**src/lgs_pkg.sv**
```systemverilog
// Shared constants for the general status and RTC configuration bank.
// Assumes a configuration-space access port with byte enables.
package lgs_pkg;
  // Register byte offsets
  localparam logic [7:0] LGS_GEN_STATUS_OFS = 8'hd4;
  localparam logic [7:0] LGS_RTC_RAM_CONFIGURATION_OFS = 8'hd8;
  // General status field positions
  localparam int LGS_SAFE_MODE_BIT = 2;
  localparam int LGS_NO_REBOOT_BIT = 1;
  localparam int LGS_RATIO_LSB = 8;
  localparam int LGS_SELFTEST_BIT = 12;
  localparam int LGS_SWAP_BIT = 13;
  // RTC configuration field positions
  localparam int LGS_UPPER_EN_BIT = 2;
  localparam int LGS_LOWER_LOCK_BIT = 3;
  localparam int LGS_UPPER_LOCK_BIT = 4;
  // Reset values
  localparam logic [3:0] LGS_RATIO_RESET = 4'hf;
  localparam logic [7:0] LGS_RTC_RAM_CONFIGURATION_RESET = 8'h00;
  // Locked window within a RTC RAM bank
  localparam logic [6:0] LGS_LOCK_LO = 7'h38;
  localparam logic [6:0] LGS_LOCK_HI = 7'h3f;
  // Firmware address bit that is inverted for swapped boot block
  localparam int LGS_SWAP_ADDR_BIT = 16;
  // Hold of the processor init line after reset release, in ns
  localparam int LGS_INIT_HOLD_NS = 40;
  localparam int LGS_CLK_NS = 10;
  localparam int LGS_INIT_HOLD_CYC = (LGS_INIT_HOLD_NS + LGS_CLK_NS - 1) / LGS_CLK_NS;
endpackage

```
**src/lgs_if.sv**
```systemverilog
// Carrier between the bank and the RTC RAM access gate.
// Assumes one clock domain.
`timescale 1ns/1ns
`default_nettype none
interface lgs_ram_if;
  logic upperEnable;
  logic upperLock;
  logic lowerLock;
  modport bank (output upperEnable, output upperLock, output lowerLock);
  modport gate (input upperEnable, input upperLock, input lowerLock);
endinterface
`default_nettype wire

```
**src/lgs_ram_gate.sv**
```systemverilog
// Gating of RTC CMOS RAM accesses by the bank enable and lock bits.
// Assumes requests from the RTC index/data logic on the same clock.
`timescale 1ns/1ns
`default_nettype none
module lgs_ram_gate
  import lgs_pkg::*;
(
  lgs_ram_if.gate cfg,
  input wire logic ramReq,
  input wire logic ramUpper,
  input wire logic [6:0] ramIndex,
  output logic ramAllow
);
  // ==========================================
  // Access decision
  wire inWindow = (ramIndex >= LGS_LOCK_LO) && (ramIndex <= LGS_LOCK_HI);
  wire upperOk = cfg.upperEnable && !(cfg.upperLock && inWindow);
  wire lowerOk = !(cfg.lowerLock && inWindow);
  assign ramAllow = ramReq && (ramUpper ? upperOk : lowerOk);
endmodule
`default_nettype wire

```
**src/lgs_bank.sv**
```systemverilog
// General status and RTC configuration registers of the LPC bridge.
// Assumes strap pins and power_good arrive asynchronously; registers
// are reached through a config-space port with dword byte enables.
`timescale 1ns/1ns
`default_nettype none
module lgs_bank
  import lgs_pkg::*;
(
  input wire logic clk_sys,
  input wire logic rstn,
  input wire logic rtcRstn,
  input wire logic cfgWr,
  input wire logic cfgRd,
  input wire logic [7:0] cfgAddr,
  input wire logic [3:0] cfgByteEn,
  input wire logic [31:0] cfgWrData,
  output logic [31:0] cfgRdData,
  input wire logic powerGood,
  input wire logic audioLinkOutPin,
  input wire logic speakerPin,
  input wire logic ratioStrapPin,
  input wire logic fwBiosCycle,
  input wire logic [31:0] fwAddrIn,
  output logic [31:0] fwAddrOut,
  input wire logic procResetReq,
  output logic hubResetCycle,
  output logic hubResetLevel,
  output logic processorResetLine,
  output logic processorInitLine,
  input wire logic watchdogSecondTimeout,
  output logic systemReboot,
  input wire logic ramReq,
  input wire logic ramUpper,
  input wire logic [6:0] ramIndex,
  output logic ramAllow
);
  // ==========================================
  // Pin synchronisers
  logic [1:0] pgSync_reg, audSync_reg, spkSync_reg, strapSync_reg;
  logic pgPrev_reg;
  always_ff @(posedge clk_sys) begin
    pgSync_reg <= {pgSync_reg[0], powerGood};
    audSync_reg <= {audSync_reg[0], audioLinkOutPin};
    spkSync_reg <= {spkSync_reg[0], speakerPin};
    strapSync_reg <= {strapSync_reg[0], ratioStrapPin};
    pgPrev_reg <= pgSync_reg[1];
  end
  wire pgRise = pgSync_reg[1] && !pgPrev_reg;

  // Marks that safe mode holds a captured value
  logic pgSeen_reg;
  always_ff @(posedge clk_sys) begin
    if (!rtcRstn) begin
      pgSeen_reg <= 1'b0;
    end else if (pgRise) begin
      pgSeen_reg <= 1'b1;
    end
  end

  // ==========================================
  // Register decode
  wire selGen = (cfgAddr == LGS_GEN_STATUS_OFS);
  wire selRtc = (cfgAddr == LGS_RTC_RAM_CONFIGURATION_OFS);
  wire wrGenLo = cfgWr && selGen && cfgByteEn[0];
  wire wrGenHi = cfgWr && selGen && cfgByteEn[1];
  wire wrRtc = cfgWr && selRtc && cfgByteEn[0];

  // ==========================================
  // Strap-captured flags
  logic safeMode_reg, noRebootStrap_reg, noReboot_reg;
  always_ff @(posedge clk_sys) begin
    if (pgRise) begin
      safeMode_reg <= audSync_reg[1];
    end
  end
  always_ff @(posedge clk_sys) begin
    if (!rstn) begin
      noRebootStrap_reg <= 1'b0;
      noReboot_reg <= 1'b0;
    end else if (pgRise) begin
      noRebootStrap_reg <= spkSync_reg[1];
      noReboot_reg <= spkSync_reg[1] | noReboot_reg;
    end else if (wrGenLo) begin
      // Zero write ignored while the strap holds the bit
      noReboot_reg <= cfgWrData[LGS_NO_REBOOT_BIT] | noRebootStrap_reg;
    end
  end

  // ==========================================
  // RTC-well bits: swap and ratio
  logic swap_reg;
  logic [3:0] ratio_reg;
  always_ff @(posedge clk_sys) begin
    if (!rtcRstn) begin
      swap_reg <= 1'b0;
      ratio_reg <= LGS_RATIO_RESET;
    end else begin
      if (wrGenHi) begin
        swap_reg <= cfgWrData[LGS_SWAP_BIT];
      end
      if (strapSync_reg[1]) begin
        ratio_reg <= LGS_RATIO_RESET;
      end else if (wrGenHi && !safeMode_reg) begin
        ratio_reg <= cfgWrData[LGS_RATIO_LSB +: 4];
      end
    end
  end
  wire [3:0] ratioEff = safeMode_reg ? LGS_RATIO_RESET : ratio_reg;

  // ==========================================
  // Core-well self-test enable
  logic selftest_reg;
  always_ff @(posedge clk_sys) begin
    if (!rstn) begin
      selftest_reg <= 1'b0;
    end else if (wrGenHi) begin
      selftest_reg <= cfgWrData[LGS_SELFTEST_BIT];
    end
  end

  // ==========================================
  // RTC configuration
  logic upperEn_reg, upperLock_reg, lowerLock_reg;
  always_ff @(posedge clk_sys) begin
    if (!rstn) begin
      upperEn_reg <= LGS_RTC_RAM_CONFIGURATION_RESET[LGS_UPPER_EN_BIT];
      upperLock_reg <= LGS_RTC_RAM_CONFIGURATION_RESET[LGS_UPPER_LOCK_BIT];
      lowerLock_reg <= LGS_RTC_RAM_CONFIGURATION_RESET[LGS_LOWER_LOCK_BIT];
    end else if (wrRtc) begin
      upperEn_reg <= cfgWrData[LGS_UPPER_EN_BIT];
      upperLock_reg <= upperLock_reg | cfgWrData[LGS_UPPER_LOCK_BIT];
      lowerLock_reg <= lowerLock_reg | cfgWrData[LGS_LOWER_LOCK_BIT];
    end
  end

  // ==========================================
  // Read mux, reserved bits zero
  logic [31:0] genView, rtcView;
  always_comb begin
    genView = 32'h0000_0000;
    genView[LGS_SWAP_BIT] = swap_reg;
    genView[LGS_SELFTEST_BIT] = selftest_reg;
    genView[LGS_RATIO_LSB +: 4] = ratioEff;
    genView[LGS_SAFE_MODE_BIT] = safeMode_reg;
    genView[LGS_NO_REBOOT_BIT] = noReboot_reg;
    rtcView = 32'h0000_0000;
    rtcView[LGS_UPPER_EN_BIT] = upperEn_reg;
    rtcView[LGS_UPPER_LOCK_BIT] = upperLock_reg;
    rtcView[LGS_LOWER_LOCK_BIT] = lowerLock_reg;
  end
  always_ff @(posedge clk_sys) begin
    if (!rstn) begin
      cfgRdData <= 32'h0000_0000;
    end else if (cfgRd) begin
      cfgRdData <= selGen ? genView : (selRtc ? rtcView : 32'h0000_0000);
    end
  end

  // ==========================================
  // Firmware address swap
  always_ff @(posedge clk_sys) begin
    if (!rstn) begin
      fwAddrOut <= 32'h0000_0000;
    end else begin
      fwAddrOut <= fwAddrIn;
      if (fwBiosCycle && swap_reg) begin
        fwAddrOut[LGS_SWAP_ADDR_BIT] <= ~fwAddrIn[LGS_SWAP_ADDR_BIT];
      end
    end
  end

  // ==========================================
  // Processor reset via hub cycle, init with hold
  logic [7:0] hold_reg;
  always_ff @(posedge clk_sys) begin
    if (!rstn) begin
      hubResetLevel <= 1'b1;
      hubResetCycle <= 1'b0;
      processorInitLine <= 1'b0;
      hold_reg <= 8'h00;
    end else begin
      hubResetCycle <= (procResetReq != hubResetLevel);
      hubResetLevel <= procResetReq;
      if (hubResetLevel && selftest_reg) begin
        processorInitLine <= 1'b1;
        hold_reg <= 8'(LGS_INIT_HOLD_CYC);
      end else if (hold_reg != 8'h00) begin
        hold_reg <= hold_reg - 8'h01;
      end else begin
        processorInitLine <= 1'b0;
      end
    end
  end
  assign processorResetLine = hubResetLevel;

  // ==========================================
  // Watchdog reboot gate
  assign systemReboot = watchdogSecondTimeout && !noReboot_reg;

  // ==========================================
  // RTC RAM gate
  lgs_ram_if ramCfg ();
  assign ramCfg.upperEnable = upperEn_reg;
  assign ramCfg.upperLock = upperLock_reg;
  assign ramCfg.lowerLock = lowerLock_reg;
  lgs_ram_gate gate (
    .cfg(ramCfg.gate),
    .ramReq(ramReq),
    .ramUpper(ramUpper),
    .ramIndex(ramIndex),
    .ramAllow(ramAllow)
  );

  // ==========================================
  // Checks, grouped by the bit that they guard

  // Safe mode forces the ratio view to all ones
  ratio_safe_a: assert property (@(posedge clk_sys) disable iff (!rtcRstn)
    safeMode_reg |-> ratioEff == LGS_RATIO_RESET)
    else $error("ratio not forced");

  // Ratio field frozen while safe mode is set and the strap pin is low
  ratio_lock_a: assert property (@(posedge clk_sys) disable iff (!rtcRstn)
    (safeMode_reg && !strapSync_reg[1]) |=> $stable(ratio_reg))
    else $error("ratio written in safe mode");

  // Ratio field takes the write outside safe mode
  ratio_write_a: assert property (@(posedge clk_sys) disable iff (!rtcRstn)
    (wrGenHi && !safeMode_reg && !strapSync_reg[1]) |=> ratio_reg == $past(cfgWrData[11:8]))
    else $error("ratio write lost");

  // RTC-well reset returns ratio to all ones
  ratio_rtc_a: assert property (@(posedge clk_sys)
    !rtcRstn |=> ratio_reg == LGS_RATIO_RESET)
    else $error("ratio not reset");

  // Strap pin returns ratio to all ones
  strap_pin_a: assert property (@(posedge clk_sys) disable iff (!rtcRstn)
    strapSync_reg[1] |=> ratio_reg == LGS_RATIO_RESET)
    else $error("ratio strap ignored");

  // Swap bit cleared by RTC-well reset
  swap_clear_a: assert property (@(posedge clk_sys)
    !rtcRstn |=> !swap_reg)
    else $error("swap not cleared");

  // Safe flag captures the audio pin at power-good rise
  safe_capture_a: assert property (@(posedge clk_sys)
    pgRise |=> safeMode_reg == $past(audSync_reg[1]))
    else $error("safe flag not captured");

  // Safe flag moves only at power-good rise
  safe_hold_a: assert property (@(posedge clk_sys) disable iff (!pgSeen_reg)
    !$past(pgRise) |-> $stable(safeMode_reg))
    else $error("safe flag moved");

  // Inhibit set suppresses reboot
  reboot_gate_a: assert property (@(posedge clk_sys) disable iff (!rstn)
    noReboot_reg |-> !systemReboot)
    else $error("reboot leaked");

  // Inhibit clear lets the second timeout reboot
  reboot_pass_a: assert property (@(posedge clk_sys) disable iff (!rstn)
    (watchdogSecondTimeout && !noReboot_reg) |-> systemReboot)
    else $error("reboot missing");

  // Speaker strap sets inhibit at power-good rise
  noreboot_strap_a: assert property (@(posedge clk_sys) disable iff (!rstn)
    (pgRise && spkSync_reg[1]) |=> noReboot_reg)
    else $error("inhibit strap missed");

  // Software one sets inhibit
  noreboot_write_a: assert property (@(posedge clk_sys) disable iff (!rstn)
    (wrGenLo && cfgWrData[LGS_NO_REBOOT_BIT] && !pgRise) |=> noReboot_reg)
    else $error("inhibit write lost");

  // Strap holds inhibit against zero writes
  strap_keep_a: assert property (@(posedge clk_sys) disable iff (!rstn)
    noRebootStrap_reg && noReboot_reg |=> noReboot_reg)
    else $error("inhibit cleared");

  // Upper lock is write-once
  lock_once_a: assert property (@(posedge clk_sys) disable iff (!rstn)
    upperLock_reg |=> upperLock_reg)
    else $error("upper lock dropped");

  // Lower lock is write-once
  lower_once_a: assert property (@(posedge clk_sys) disable iff (!rstn)
    lowerLock_reg |=> lowerLock_reg)
    else $error("lower lock dropped");

  // Swapped BIOS cycle inverts the address bit
  swap_addr_a: assert property (@(posedge clk_sys) disable iff (!rstn)
    (fwBiosCycle && swap_reg) |=> fwAddrOut[LGS_SWAP_ADDR_BIT] != $past(fwAddrIn[16]))
    else $error("swap missed");

  // Other cycles pass the address untouched
  swap_pass_a: assert property (@(posedge clk_sys) disable iff (!rstn)
    !(fwBiosCycle && swap_reg) |=> fwAddrOut == $past(fwAddrIn))
    else $error("address altered");

  // Reset level change issues one hub cycle
  hub_pulse_a: assert property (@(posedge clk_sys) disable iff (!rstn)
    (procResetReq != hubResetLevel) |=> hubResetCycle)
    else $error("hub cycle missing");

  // Init follows processor reset under self-test
  init_follow_a: assert property (@(posedge clk_sys) disable iff (!rstn)
    (hubResetLevel && selftest_reg) |=> processorInitLine)
    else $error("init not driven");

  // Init released once the hold has run out
  init_clear_a: assert property (@(posedge clk_sys) disable iff (!rstn)
    (!hubResetLevel && hold_reg == 8'h00) |=> !processorInitLine)
    else $error("init stuck");

  // Upper bank closed while disabled
  upper_gate_a: assert property (@(posedge clk_sys) disable iff (!rstn)
    (ramUpper && !upperEn_reg) |-> !ramAllow)
    else $error("upper bank open");

  // Upper lock closes its window
  upper_lock_a: assert property (@(posedge clk_sys) disable iff (!rstn)
    (ramUpper && upperLock_reg && ramIndex >= LGS_LOCK_LO && ramIndex <= LGS_LOCK_HI) |-> !ramAllow)
    else $error("upper window open");

  // Lower lock closes its window
  lower_lock_a: assert property (@(posedge clk_sys) disable iff (!rstn)
    (!ramUpper && lowerLock_reg && ramIndex >= LGS_LOCK_LO && ramIndex <= LGS_LOCK_HI) |-> !ramAllow)
    else $error("lower window open");

  // Reserved status bits read zero
  rsvd_zero_a: assert property (@(posedge clk_sys) disable iff (!rstn)
    (cfgRd && selGen) |=> (cfgRdData[31:14] == 18'h0 && cfgRdData[7:3] == 5'h00 && !cfgRdData[0]))
    else $error("reserved bit set");

  // Unmapped offsets read zero
  unmapped_zero_a: assert property (@(posedge clk_sys) disable iff (!rstn)
    (cfgRd && !selGen && !selRtc) |=> cfgRdData == 32'h0000_0000)
    else $error("unmapped read not zero");
endmodule
`default_nettype wire

```
**config.mk**
```make
export PLATFORM = sky130hd
export DESIGN_NAME = lgs_bank
export DESIGN_NICKNAME = d
export VERILOG_FILES = /design/src/lgs_pkg.sv /design/src/lgs_if.sv /design/src/lgs_ram_gate.sv /design/src/lgs_bank.sv
export SDC_FILE = /design/constraint.sdc
export NUM_CORES = 1
export LEC_CHECK = 0
export BUFFER_PORTS_ARGS = -buffer_cell sky130_fd_sc_hd__buf_4
export CELL_PAD_IN_SITES_DETAIL_PLACEMENT = 0
export CELL_PAD_IN_SITES_GLOBAL_PLACEMENT = 2
export CORE_ASPECT_RATIO = 0.5
export CORE_MARGIN = 2
export CORE_UTILIZATION = 25
export DETAILED_ROUTE_END_ITERATION = 10
export MAX_ROUTING_LAYER = met4
export PLACE_DENSITY_LB_ADDON = 0.25
export SKIP_CTS_REPAIR_TIMING = 1
export SYNTH_ARGS = -nofsm -noshare
export SYNTH_HDL_FRONTEND = slang
export SYNTH_SLANG_ARGS = --single-unit
```
**constraint.sdc**
```tcl
create_clock -name clk_sys -period 3.8 [get_ports clk_sys]
set_input_delay 0 -clock clk_sys [delete_from_list [all_inputs] [get_ports clk_sys]]
set_output_delay 0 -clock clk_sys [all_outputs]
set_load 0.005 [all_outputs]
```
## Word-level counts from Yosys, hierarchy flattened

Cells that the tools add are included.

- Flip-flop bits (word level): 96
- Input bits: 97
- Output and inout port bits: 70
- Word-level logic and storage cells: 71

- Add/sub/neg operators: 1
- Order comparisons: 2
- Equal/unequal tests: 4
- Multiplexer cells: 11
- Bitwise operators: 7
- Reductions and logical operators: 25

Operator list:

| cell | number |
|---|---|
| $eq 8x8->1 const B | 2 |
| $logic_and 1x1->1 | 15 |
| $mux 14 | 1 |
| $reduce_bool 8->1 | 1 |
| $sub 8x1->8 const B | 1 |
| $ge 7x6->1 const B | 1 |
| $le 7x6->1 const B | 1 |
| $mux 1 | 6 |
| $mux 3 | 2 |
| $logic_not 1->1 | 5 |
| $mux 5 | 1 |
| $mux 4 | 1 |
| $or 1x1->1 | 4 |
| $reduce_bool 2->1 | 2 |
| $reduce_or 2->1 | 2 |
| $not 1->1 | 3 |
| $ne 2x2->1 const B | 1 |
| $ne 1x1->1 | 1 |

## Depth between registers and ports, before layout

Gate-level depths: netlist of the first run.

- Depth in word-level cells: 7
- Mapped depth: 6
- Gate-level depth less buffers: 6

## Hierarchy

From an unflattened synthesis of the first run, not the netlist that was laid out.

- Cell total of the unflattened synthesis: 269
- Area, all modules: 2705.1 um2

By module, submodules not included:

| module | times used | cells an instance | area each (um2) | seq. area each (um2) |
|---|---|---|---|---|
| lgs_bank | 1 | 263 | 2671.3 | 1491.4 |
| lgs_ram_gate | 1 | 6 | 33.8 | 0.0 |

## Worst setup path after synthesis of the first run

OpenSTA, ideal clock, no wires.

- Path kind: register to register
- Start point: reg hold_reg[0]
- End point: reg hold_reg[6]
- Setup time: 123 ps
- Arrival time: 1298 ps
- Data required time: 3677 ps
- Setup slack: 2380 ps
- Cell stages (with the launch flop): 6
- Buffers on the path: 0
- Clock period less this slack: 1420 ps
- Path through: dfxtp_1 inv_1 ha_1 or3b_2 o31ai_1 a21oi_1

- Longest elaborated chain between the ends: 1
- Elaborated cells between the ends (all ways): 2
- Those cells by class: 1 x add/sub; 1 x reduce/logical

RTL lines:

| element | line | text |
|---|---|---|
| start: declaration | lgs_bank.sv:174 | `logic [7:0] hold_reg;` |
| start signal: assignment | lgs_bank.sv:186 | `hold_reg <= 8'(LGS_INIT_HOLD_CYC);` |
| start signal: assignment | lgs_bank.sv:188 | `hold_reg <= hold_reg - 8'h01;` |
| $sub 8x1->8 or $reduce_bool 8->1 (tied branches) | lgs_bank.sv:188, lgs_bank.sv:187 |  |

Parallel ways exist; a longest one is shown, timed or not.
A chain may end at the register's enable or synchronous reset.

==> summary by stage, run 1 <==
Final layout
The area growth from synthesis to layout is 63.64%. The final cell utilization of the core is 42.87%. The footprint of the multi-input gates is 1089 um^2. The number of flip-flops under the largest register name is 32. Once layout is done, the placed cells without fillers occupy 4449 um^2.

The fraction of layout cells with a size suffix above 1 is 32.65%. The number of inserted filler cells in the final layout is 1005. The sequential cell area is 1491 um^2. For this run, the number of standard cells in the final layout without fillers is 578. The number of diodes added for antenna fixing is 0. At the end of the flow, the number of nets in the layout was 531.

Clocking
The H-tree generated during clock tree synthesis spans 3 levels. The insertion delay of the later-clocked pin in the worst-skew pair is 0.32 ns. The buffer levels on the longest clock path is 2. The clock transition at the registers of the reported paths is 0.06 ns. The master cell of the clock root buffer is sky130_fd_sc_hd__clkbuf_16. TritonCTS created 9 clock buffers.

The TritonCTS sink count is 74. The CTS tree is yes.

Synth
The cell area after synthesis is 2719 um^2. The dominant cell by count in the synthesized netlist is sky130_fd_sc_hd__dfxtp_1. By area the synthesized netlist is led by sky130_fd_sc_hd__dfxtp_1 54%, sky130_fd_sc_hd__and2_1 7.6%, sky130_fd_sc_hd__buf_4 6.4%.

The fraction of synthesis flops using an asynchronous set or reset pin is 0%. The post-synthesis cell type count is 43. Synthesis inferred 74 register bits. Sequential elements use 54.86% of the synthesized area. sky130_fd_sc_hd__dfxtp_1 takes more of the synthesized area than any other cell. The synthesized instance count is 267.

The most used flip-flop cell after synthesis is sky130_fd_sc_hd__dfxtp_1. The area share of the largest cell type after synthesis is 53.75%. The warning count from the yosys run is 0.

The count of flip-flops with a built-in enable after synthesis is 1. The mean instance size in the synthesized netlist is 10.18 um^2. By count the netlist is led by 73 x sky130_fd_sc_hd__dfxtp_1, 33 x sky130_fd_sc_hd__and2_1, 23 x sky130_fd_sc_hd__buf_4.

Timing
In the finished design, the share of the clock period the worst path needs comes to 43.51%. The final-report hold violation count is 1. The maximum clock skew at final layout is 0.005253 ns.

Setup violations remaining at the end of the flow were counted as 0. Setup repair after global routing left no endpoint under its margin. Setup slack on the critical path of the routed design comes to 2.146 ns. For this run, the top clock speed supported by timing is 0.6048 GHz. The summed negative setup slack over all endpoints is 0 ns.

On the final layout, the worst hold slack is -0.002363 ns. The final count of pins violating max slew came to 0. For the finished layout, the period the worst path requires is 1.654 ns.

Global routing
The number of antenna violations at the first check in global routing is 0. The via count of the first global-routing pass was 2046. Entering global routing, the biggest net connects 59 pins.

The residual overflow from global routing is 0. The wire length of the first global-routing pass is 9680 um. Global routing consumed, over all layers together, 10.95% of the routing resources.

Die
167 I/O pins were placed. The area of the die is 11780 um^2. For this configuration, the core starts out at a cell density of 26.20%. The floorplan die height is 77.74 um. The chip width is 151.5 um. The number of placement rows is 26. The floorplan core area is 10380 um^2.

Hold path
The worst hold path stage count is 3. The class of the worst hold path is in -> reg. The origin of the worst min-delay path is cfgByteEn[0].

Detailed routing
The detailed-route DRC error count is 0. The antenna violation net count after detailed routing is 0. Before antenna repair, the detailed router went through 4 iterations. In the final routed layout, each cell accounts on average for 11.15 um. The routed via count divided by cell count is 3.976. Detailed routing inserted a total of 2298 vias.

The violation count after the first detailed-route iteration is 59. The final layout contains routed wiring with a total length of 6445 um.

Pwr
The peak ir drop on the vdd network is 219.9 uV. The power density over cell area is 476.7 nW/um^2. The completed layout was analyzed and its total power is 2.121 mW. In this run the static leakage power is 1.991 nW.

Critical path
In this design, the critical path's most frequently occurring cell is sky130_fd_sc_hd__dlygate4sd3_1. STA puts the critical path data arrival time at 1.87 ns. The startpoint identified for the worst register-to-register timing path is hold_reg[0].

In this run the number of cells on the critical path is 6. The worst setup path is captured at a register. The data required time of the critical path is 4.01 ns.

Among cell families on the critical path, the largest total delay comes from buffers and inverters. The largest individual stage delay along the critical path comes from the cell sky130_fd_sc_hd__dlygate4sd3_1. Measured in cells, the most critical reg-to-reg path has a length of 5. For flop-to-flop paths, the worst setup slack is 2.27 ns. The worst-path maximum fanout is 1. The timing startpoint of the critical path is cfgWrData[13]. Traced cell by cell, the critical path runs through dlygate4sd3_1 -> buf_4 -> nand2_1 -> dlygate4sd3_1 -> mux2i_1 -> dlygate4sd3_1. The kind of critical path is in -> reg. The kind of launch point of the worst setup path is an input pin. The largest single stage delay on the critical path is 0.55 ns.

The number of buffer and inverter stages on the critical path is 4.

Placement
At the end of routability-driven placement, the weighted congestion stood at 0.7345. The count of buffers from port buffering is 117. The placed instances occupy a cell area of 3649 um^2. The number of instances in the placed design is 514. The half-perimeter wire length after detailed placement is 4579 um. The minimum setup slack after placement is 2.281 ns.

Outcome
The final reports fail on hold timing. The flow ran to the end, but the final reports show violations.

Run
The number of maximum-capacitance constraint violations is 0.
## cell families after synthesis
family | share of synthesized area (%)
other | 0.1379
buffers and inverters | 8.007
adders and majority gates | 0.4601
and+or+nand+nor | 25.31
DFF | 54.86
AOI/OAI and AO/OA | 8.467
xor gates and xnor gates | 1.289
muxes | 1.473
## final cells by class
class                   count  area share, %
repair buffers            165          30.54
well taps                 140          3.937
flip-flops and latches     74          33.52
inverters                   4         0.3375
multi-input cells         179          24.47
clock inverters             6          2.053
clock buffers              10          5.146
## where the power goes
| part | total, mW | internal (mW) | switching [mW] |
|---|---|---|---|
| Combinational | 0.351 | 0.202 | 0.148 |
| Clock | 0.895 | 0.577 | 0.318 |
| Sequential | 0.876 | 0.833 | 0.0423 |
| Total | 2.12 | 1.61 | 0.509 |
## routing by layer
layer  vias up  part of all wire (%)  track usage, %
li1       1181                     -               -
met1      1039                    42           11.68
met2        76                    51           18.60
met3         2                   6.7           4.235
met4         0                  0.64           3.925
met5         -                     0               -
## cell usage in the layout, fill, tap and decap left out, types with 4 or more instances in the layout
cell type and n:
sky130_fd_sc_hd__nor2b_1 6, sky130_fd_sc_hd__dfxtp_1 73, sky130_fd_sc_hd__o21ai_0 4, sky130_fd_sc_hd__dlygate4sd3_1 48
sky130_fd_sc_hd__clkbuf_16 9, sky130_fd_sc_hd__nor3_1 6, sky130_fd_sc_hd__o21ai_1 7, sky130_fd_sc_hd__a21boi_1 5
sky130_fd_sc_hd__conb_1 22, sky130_fd_sc_hd__nor2_1 10, sky130_fd_sc_hd__buf_4 117, sky130_fd_sc_hd__nand2_1 21
sky130_fd_sc_hd__a21oi_1 8, sky130_fd_sc_hd__mux2i_1 4, sky130_fd_sc_hd__inv_1 4, sky130_fd_sc_hd__nand3_1 7
sky130_fd_sc_hd__nand2b_1 8, sky130_fd_sc_hd__nand3b_1 7, sky130_fd_sc_hd__and2_1 33
## path summary, 6_finish.rpt
kind | to
hold reg to reg | spkSync_reg[1]
hold / removal | lowerLock_reg
setup / recovery | swap_reg
setup reg to reg | hold_reg[6]
## worst reg2reg max path: stages, from the launching register on
cell	delay, ns
sky130_fd_sc_hd__dfxtp_1	0.34
sky130_fd_sc_hd__inv_1	0.06
sky130_fd_sc_hd__ha_1	0.21
sky130_fd_sc_hd__or3b_2	0.49
sky130_fd_sc_hd__o31ai_1	0.21
sky130_fd_sc_hd__a21oi_1	0.10
Power figures use the tool's default switching activity.
==> run 2, diff against run 1 <==
--- a/config.mk
+++ b/config.mk
@@ -10,7 +10,7 @@
 export CELL_PAD_IN_SITES_GLOBAL_PLACEMENT = 2
 export CORE_ASPECT_RATIO = 0.5
 export CORE_MARGIN = 2
-export CORE_UTILIZATION = 25
+export CORE_UTILIZATION = 23
 export DETAILED_ROUTE_END_ITERATION = 10
 export MAX_ROUTING_LAYER = met4
 export PLACE_DENSITY_LB_ADDON = 0.25
==> constraint.sdc (replaced) <==
create_clock -name clk_sys -period 1.6 [get_ports clk_sys]
set_input_delay 0 -clock clk_sys [delete_from_list [all_inputs] [get_ports clk_sys]]
set_output_delay 0 -clock clk_sys [all_outputs]
set_load 0.005 [all_outputs]
==> summary by stage, run 2 (synthesis results as in run 1) <==
Die
The floorplan step defined a die boundary enclosing 12760 um^2. The die is 157.8 um wide. The floorplan die height is 80.88 um. The initialized floorplan defines 28 standard-cell rows.

The region available for standard cell placement spans 11670 um^2. The initial utilization of the core area, before any placement, comes to 23.31%. 167 I/O pins were placed.

Detailed routing
The detailed-routing wirelength on met1 is 2760 um. The detailed-route DRC error count is 0. The highest metal layer carrying signal wires in the routed design is met4. The number of vias after detailed routing is 2308. In this run the remaining antenna-violating nets after routing total 0. Dividing the detail-routed via count by the number of cells gives 3.809. The pre-antenna-repair detailed-routing pass consisted of 3 iterations. The final routed wirelength across all metal layers is 6774 um. In this run, the number of DRC markers left after iteration 0 of detailed routing was 84. In the final routed layout, each cell accounts on average for 11.18 um. The met3 routed wirelength is 343 um. Detailed routing placed a total of 3585 um of wire on met2.

Timing
The worst slew slack as a fraction of its limit is 66.84%. The final count of pins violating max slew is 0. The summed negative setup slack over all endpoints is 0 ns. The final-report hold violation count is 3. At the pin with the least slew margin, the transition time is 0.4929 ns.

The minimum clock period after layout is 1.509 ns. The final count of negative-setup-slack endpoints is 0. The minimum setup slack in the final design is 0.09092 ns. The part of the cycle the worst path needs is 94.32%.

The tightest hold path in the finished design has a slack of -0.01642 ns. The maximum clock skew at final layout is 0.005312 ns. Setup repair after global routing left no endpoint under its margin. Static timing analysis puts the maximum clock frequency at 0.6627 GHz.

Final layout
The library cells used most frequently in the layout, excluding fill and tap cells, are 119 x sky130_fd_sc_hd__buf_4, 73 x sky130_fd_sc_hd__dfxtp_1, 49 x sky130_fd_sc_hd__dlygate4sd3_1. The fraction of layout cells with a size suffix above 1 is 33.33%. The number of nets in the layout is 534.

Fill cells in the final layout number 1182. The sequential cells in the finished layout cover a total of 1491 um^2. The footprint of the multi-input gates is 1091 um^2.

Cells fill 38.82% of the core in the end. The register with the most flip-flops in the layout has 32 of them. Leaving out fill and tap cells, the most frequent cell in the layout is sky130_fd_sc_hd__buf_4. The number of diodes added for antenna fixing is 0. The area growth from synthesis to final layout is 66.59%.

Global routing
The number of antenna violations at the first check in global routing was 0. The first global-routing pass estimated 10010 um of wire. The total routing usage reported by global routing is 10.58%. The pin count of the biggest net entering global routing is 38. The residual overflow from global routing is 0. The via count of the first global-routing pass is 2117.

Pwr
The leakage power is 2.006 nW. The peak ir drop on the vdd network is 402.3 uV. Dividing total power by cell area gives a power density of 1157 nW/um^2.

Clocking
The master cell of the clock root buffer is sky130_fd_sc_hd__clkbuf_16. The longest clock path from root to sink contains 2 buffers. The TritonCTS sink count is 74. The clock transition at the registers of the reported paths is 0.06 ns. Clock latency on the worst-skew pair, taken at its later pin, is 0.33 ns. In this run the number of H-tree levels came out at 3. The CTS tree is yes. The number of CTS-inserted buffers is 9.

Critical path
Among all stages on the critical path, the largest delay is contributed by sky130_fd_sc_hd__or3b_2. The kind of critical path is reg -> reg. The arrival time at the worst endpoint is 1.72 ns. STA classifies the critical path endpoint as a register.

The data required time of the critical path is 1.81 ns. The worst-path maximum fanout is 5. Traced cell by cell, the critical path runs through inv_1 -> ha_2 -> or3b_2 -> o31ai_1 -> a21oi_1. The maximum single-stage delay on the critical path is 0.49 ns.

The kind of launch point of the worst setup path is a register.

Placement
The half-perimeter wire length after detailed placement is 4784 um. The final weighted congestion of routability-driven global placement is 0.6932. The minimum setup slack after placement is 0.07287 ns. The count of buffers from port buffering is 117.

Run
Across the run, the number of max-cap violations was 0.

Outcome
The run finished, with violations left. The checks that failed: hold timing.

Hold path
In this run the worst hold path is classified as in -> reg.
==> run 2: worst max-delay path, delay by kind of cell, from the launching register on <==
family	cells	cell delay, ns
flip-flops	1	0.34
AO/OA/AOI/OAI	2	0.30
adder cells (fa/ha/maj)	1	0.20
AND/OR/NAND/NOR	1	0.49
buffers and inverters	1	0.07
==> run 2: cell type report <==
| type | instances | share of cell area, % |
|---|---|---|
| inverters | 4 | 0.3315 |
| clock buffers | 9 | 4.972 |
| well taps | 165 | 4.558 |
| repair buffers | 168 | 30.55 |
| multi-input cells | 179 | 24.09 |
| flip-flops and latches | 74 | 32.93 |
| clock inverters | 7 | 2.569 |
==> run 2: routing by layer <==
metal  up-vias  track usage (%)
met3         7            4.055
met2        65            18.61
met4         0            3.818
li1       1185                -
met5         -                -
met1      1051            10.96
==> run 2: path summary, 6_finish.rpt <==
path / start / end / slack, ns / cells past startpoint
min: cfgByteEn[0] / ramCfg.upperLock / -0.02 / 3
max reg2reg: hold_reg[0] / hold_reg[6] / 0.09 / 5
min reg2reg: pgSync_reg[0] / pgSync_reg[1] / 0.33 / 0
max: hold_reg[0] / hold_reg[6] / 0.09 / 5
==> run 2: stage by stage <==
step | instances | cell area, um^2 | power (mW)
2_1_floorplan | 288 | 2798 | 2.606
3_3_place_gp | 541 | 3695 | 2.883
3_5_place_dp | 541 | 3695 | 2.894
4_1_cts | 557 | 4036 | 5.216
5_1_grt | 606 | 4529 | 5.530
6_report | 606 | 4529 | 5.239
==> run 2: power by group <==
group	total, mW	switching (mW)	internal (mW)
Combinational	0.870	0.359	0.511
Clock	2.29	0.767	1.52
Sequential	2.08	0.101	1.98
Total	5.24	1.23	4.01
==> run 3, diff against run 2 <==
--- a/config.mk
+++ b/config.mk
@@ -9,11 +9,11 @@
 export CELL_PAD_IN_SITES_DETAIL_PLACEMENT = 0
 export CELL_PAD_IN_SITES_GLOBAL_PLACEMENT = 2
 export CORE_ASPECT_RATIO = 0.5
-export CORE_MARGIN = 2
+export CORE_MARGIN = 10
 export CORE_UTILIZATION = 23
 export DETAILED_ROUTE_END_ITERATION = 10
 export MAX_ROUTING_LAYER = met4
-export PLACE_DENSITY_LB_ADDON = 0.25
+export PLACE_DENSITY = 0.78
 export SKIP_CTS_REPAIR_TIMING = 1
 export SYNTH_ARGS = -nofsm -noshare
 export SYNTH_HDL_FRONTEND = slang
==> summary by stage, run 3 (synthesis results as in run 1) <==
Critical path
The worst-path maximum fanout is 5. By startpoint and endpoint, the worst setup path is classified as reg -> reg. The arrival time at the worst endpoint is 1.75 ns. The maximum single-stage delay on the critical path is 0.49 ns. Data on the critical path is required at its endpoint by 1.81 ns.

The number of buffer and inverter stages on the critical path is 1. STA classifies the critical path startpoint as a register. The slowest stage cell on the critical path is sky130_fd_sc_hd__or3b_2. STA classifies the critical path endpoint as a register. The signal on the critical path passes through inv_1 -> ha_2 -> or3b_2 -> o31ai_1 -> a21oi_1. The cell type group with the largest total delay on the critical path is simple AND/OR/NAND/NOR gates.

Clocking
The H-tree depth is 3. Clock-pin slew was measured on the worst setup and hold paths at 0.06 ns. CTS placed an instance of sky130_fd_sc_hd__clkbuf_16 at the clock tree root. Counting along the longest clock path gives a buffer depth of 2. Clock latency on the worst-skew pair, taken at its later pin, is 0.33 ns. Buffers inserted during clock tree synthesis total 9. The CTS tree is yes. The TritonCTS sink count is 74.

Placement
Routability-driven placement finished with a final weighted congestion of 0.7003. The half-perimeter wire length after detailed placement is 5965 um. The number of instances in the placed design is 537. After detailed placement, the total cell area comes to 3702 um^2.

The minimum setup slack after placement is 0.07936 ns. During placement, the flow inserted port buffers numbering 117.

Pwr
IR analysis of the VDD net gives a maximum drop of 474.4 uV. The share of total power dissipated in the clock network is 43.7%. Per report_power, the combinational group accounts for 17.2% of the total.

For this design the total switching power over the nets is 1.263 mW. Net switching is 23.64% of the power. The total power is 5.342 mW. Internal power comes to 4.079 mW. The relative contribution of sequential cells to total power is 39.0%. For this design the static power due to leakage is 2.008 nW. In this run the power density over the cells is 1181 nW/um^2.

Global routing
In the global route stage, overall resource usage came out at 9.057%. The pin count of the biggest net entering global routing is 32. The first global-routing pass estimated 11870 um of wire.

Summed over all layers, the global routing overflow is 0. The number of antenna violations at the first check in global routing is 0. The via count of the first global-routing pass came to 2228.

Timing
The minimum clock period after layout is 1.539 ns. The summed negative setup slack over all endpoints is 0 ns. The final-report hold violation count was 2. The tightest hold path in the finished design has a slack of -0.01058 ns. Between clock sinks in the finished design, the worst skew comes to 0.004047 ns. The minimum setup slack in the final design is 0.06087 ns. The final count of pins violating max slew is 0. Setup repair after global routing left no endpoint under its margin. The final count of negative-setup-slack endpoints is 0. The part of the cycle the worst path needs is 96.20%. The fmax is 0.6497 GHz.

Final layout
The finished cells cover 4523 um^2. The area growth from synthesis to final layout is 66.36%. The finished layout holds 599 standard cells, fillers aside.

The top cell types in the final layout, fill and taps aside, are 121 x sky130_fd_sc_hd__buf_4, 73 x sky130_fd_sc_hd__dfxtp_1, 46 x sky130_fd_sc_hd__dlygate4sd3_1. The final cell utilization of the core is 40.09%. The number of nets in the layout is 533. The commonest non-fill, non-tap cell in the layout is sky130_fd_sc_hd__buf_4. The number of flip-flops under the largest register name is 32. The repair_antennas step left the layout with diodes totalling 0.

The fraction of layout cells with a size suffix above 1 is 34.09%.

Die
The number of placed I/O pins is 167. The floorplan die height is 96.88 um. The initial utilization of the core area, before any placement, comes to 24.10%. Measured along the x axis, the die boundary spans 173.8 um. The number of placement rows is 27. The core region is 11280 um^2. The die covers 16830 um^2.

Outcome
The run finished, with violations left. The checks that failed: hold timing.

Detailed routing
The first TritonRoute pass finished after 4 iterations. After detailed routing, the number of remaining DRC violations is 0. The final route contains 2272 vias. Dividing the detail-routed wire length by the instance count gives 13.32 um. In this run, the number of DRC markers left after iteration 0 of detailed routing was 53. The final routed wirelength across all metal layers is 7979 um. Using the TritonRoute via totals, the vias-per-cell ratio works out to 3.793. The antenna violation net count after detailed routing is 0.

Hold path
The class of the worst hold path is in -> reg.

Run
The tool flagged a number of max-cap violations equal to 0.
run 3: cell types whose count changed in the layout (fill, tap and decap cells not counted), sizes merged:
cell | previous run | this run
clkinv | 2 | 1
clkbuf | 9 | 10
buf | 119 | 121
inv | 5 | 4
dlygate4sd3 | 49 | 46
clkinvlp | 1 | 2
run 3: final timing paths:
path	slack, ns	depth (start not counted)	startpoint	end
setup reg to reg	0.06	5	hold_reg[0]	hold_reg[6]
hold reg to reg	0.33	0	spkSync_reg[0]	spkSync_reg[1]
hold / removal	-0.01	3	cfgByteEn[0]	ramCfg.upperLock
setup / recovery	0.06	5	hold_reg[0]	hold_reg[6]
run 3: power by group through the flow:
stage / Clock [mW] / Sequential (mW) / Combinational [mW]
after global routing: 2.48 / 2.11 / 1.04
after CTS: 2.43 / 2.08 / 0.821
after detailed placement: 0 / 2.12 / 0.816
after floorplan: 0 / 2.10 / 0.502
after global placement: 0 / 2.11 / 0.818
final: 2.34 / 2.09 / 0.920
run 3: layer usage:
layer  GRT usage [%]  wire length (um)  share of wire (%)  up-vias
li1                -                 -                  -     1184
met1           10.10              3540                 44     1009
met2           14.72              3940                 49       71
met3           3.367               407                5.1        8
met4           3.109                91                1.1        0
met5               -                 0                  0        -
run 3: area by class of cell:
type                            instances  area, um^2
Clock buffer                           10       239.0
Clock inverter                          6       113.9
Fill cell                            1165        6760
Inverter                                4       15.01
Multi-Input combinational cell        179        1096
Sequential cell                        74        1491
Tap cell                              159       198.9
Timing Repair Buffer                  167        1369
run 3: worst min-delay path, stage by stage:
cell                      delay (ns)
sky130_fd_sc_hd__buf_4          0.11
sky130_fd_sc_hd__nand3_2        0.09
sky130_fd_sc_hd__o21ai_1        0.07
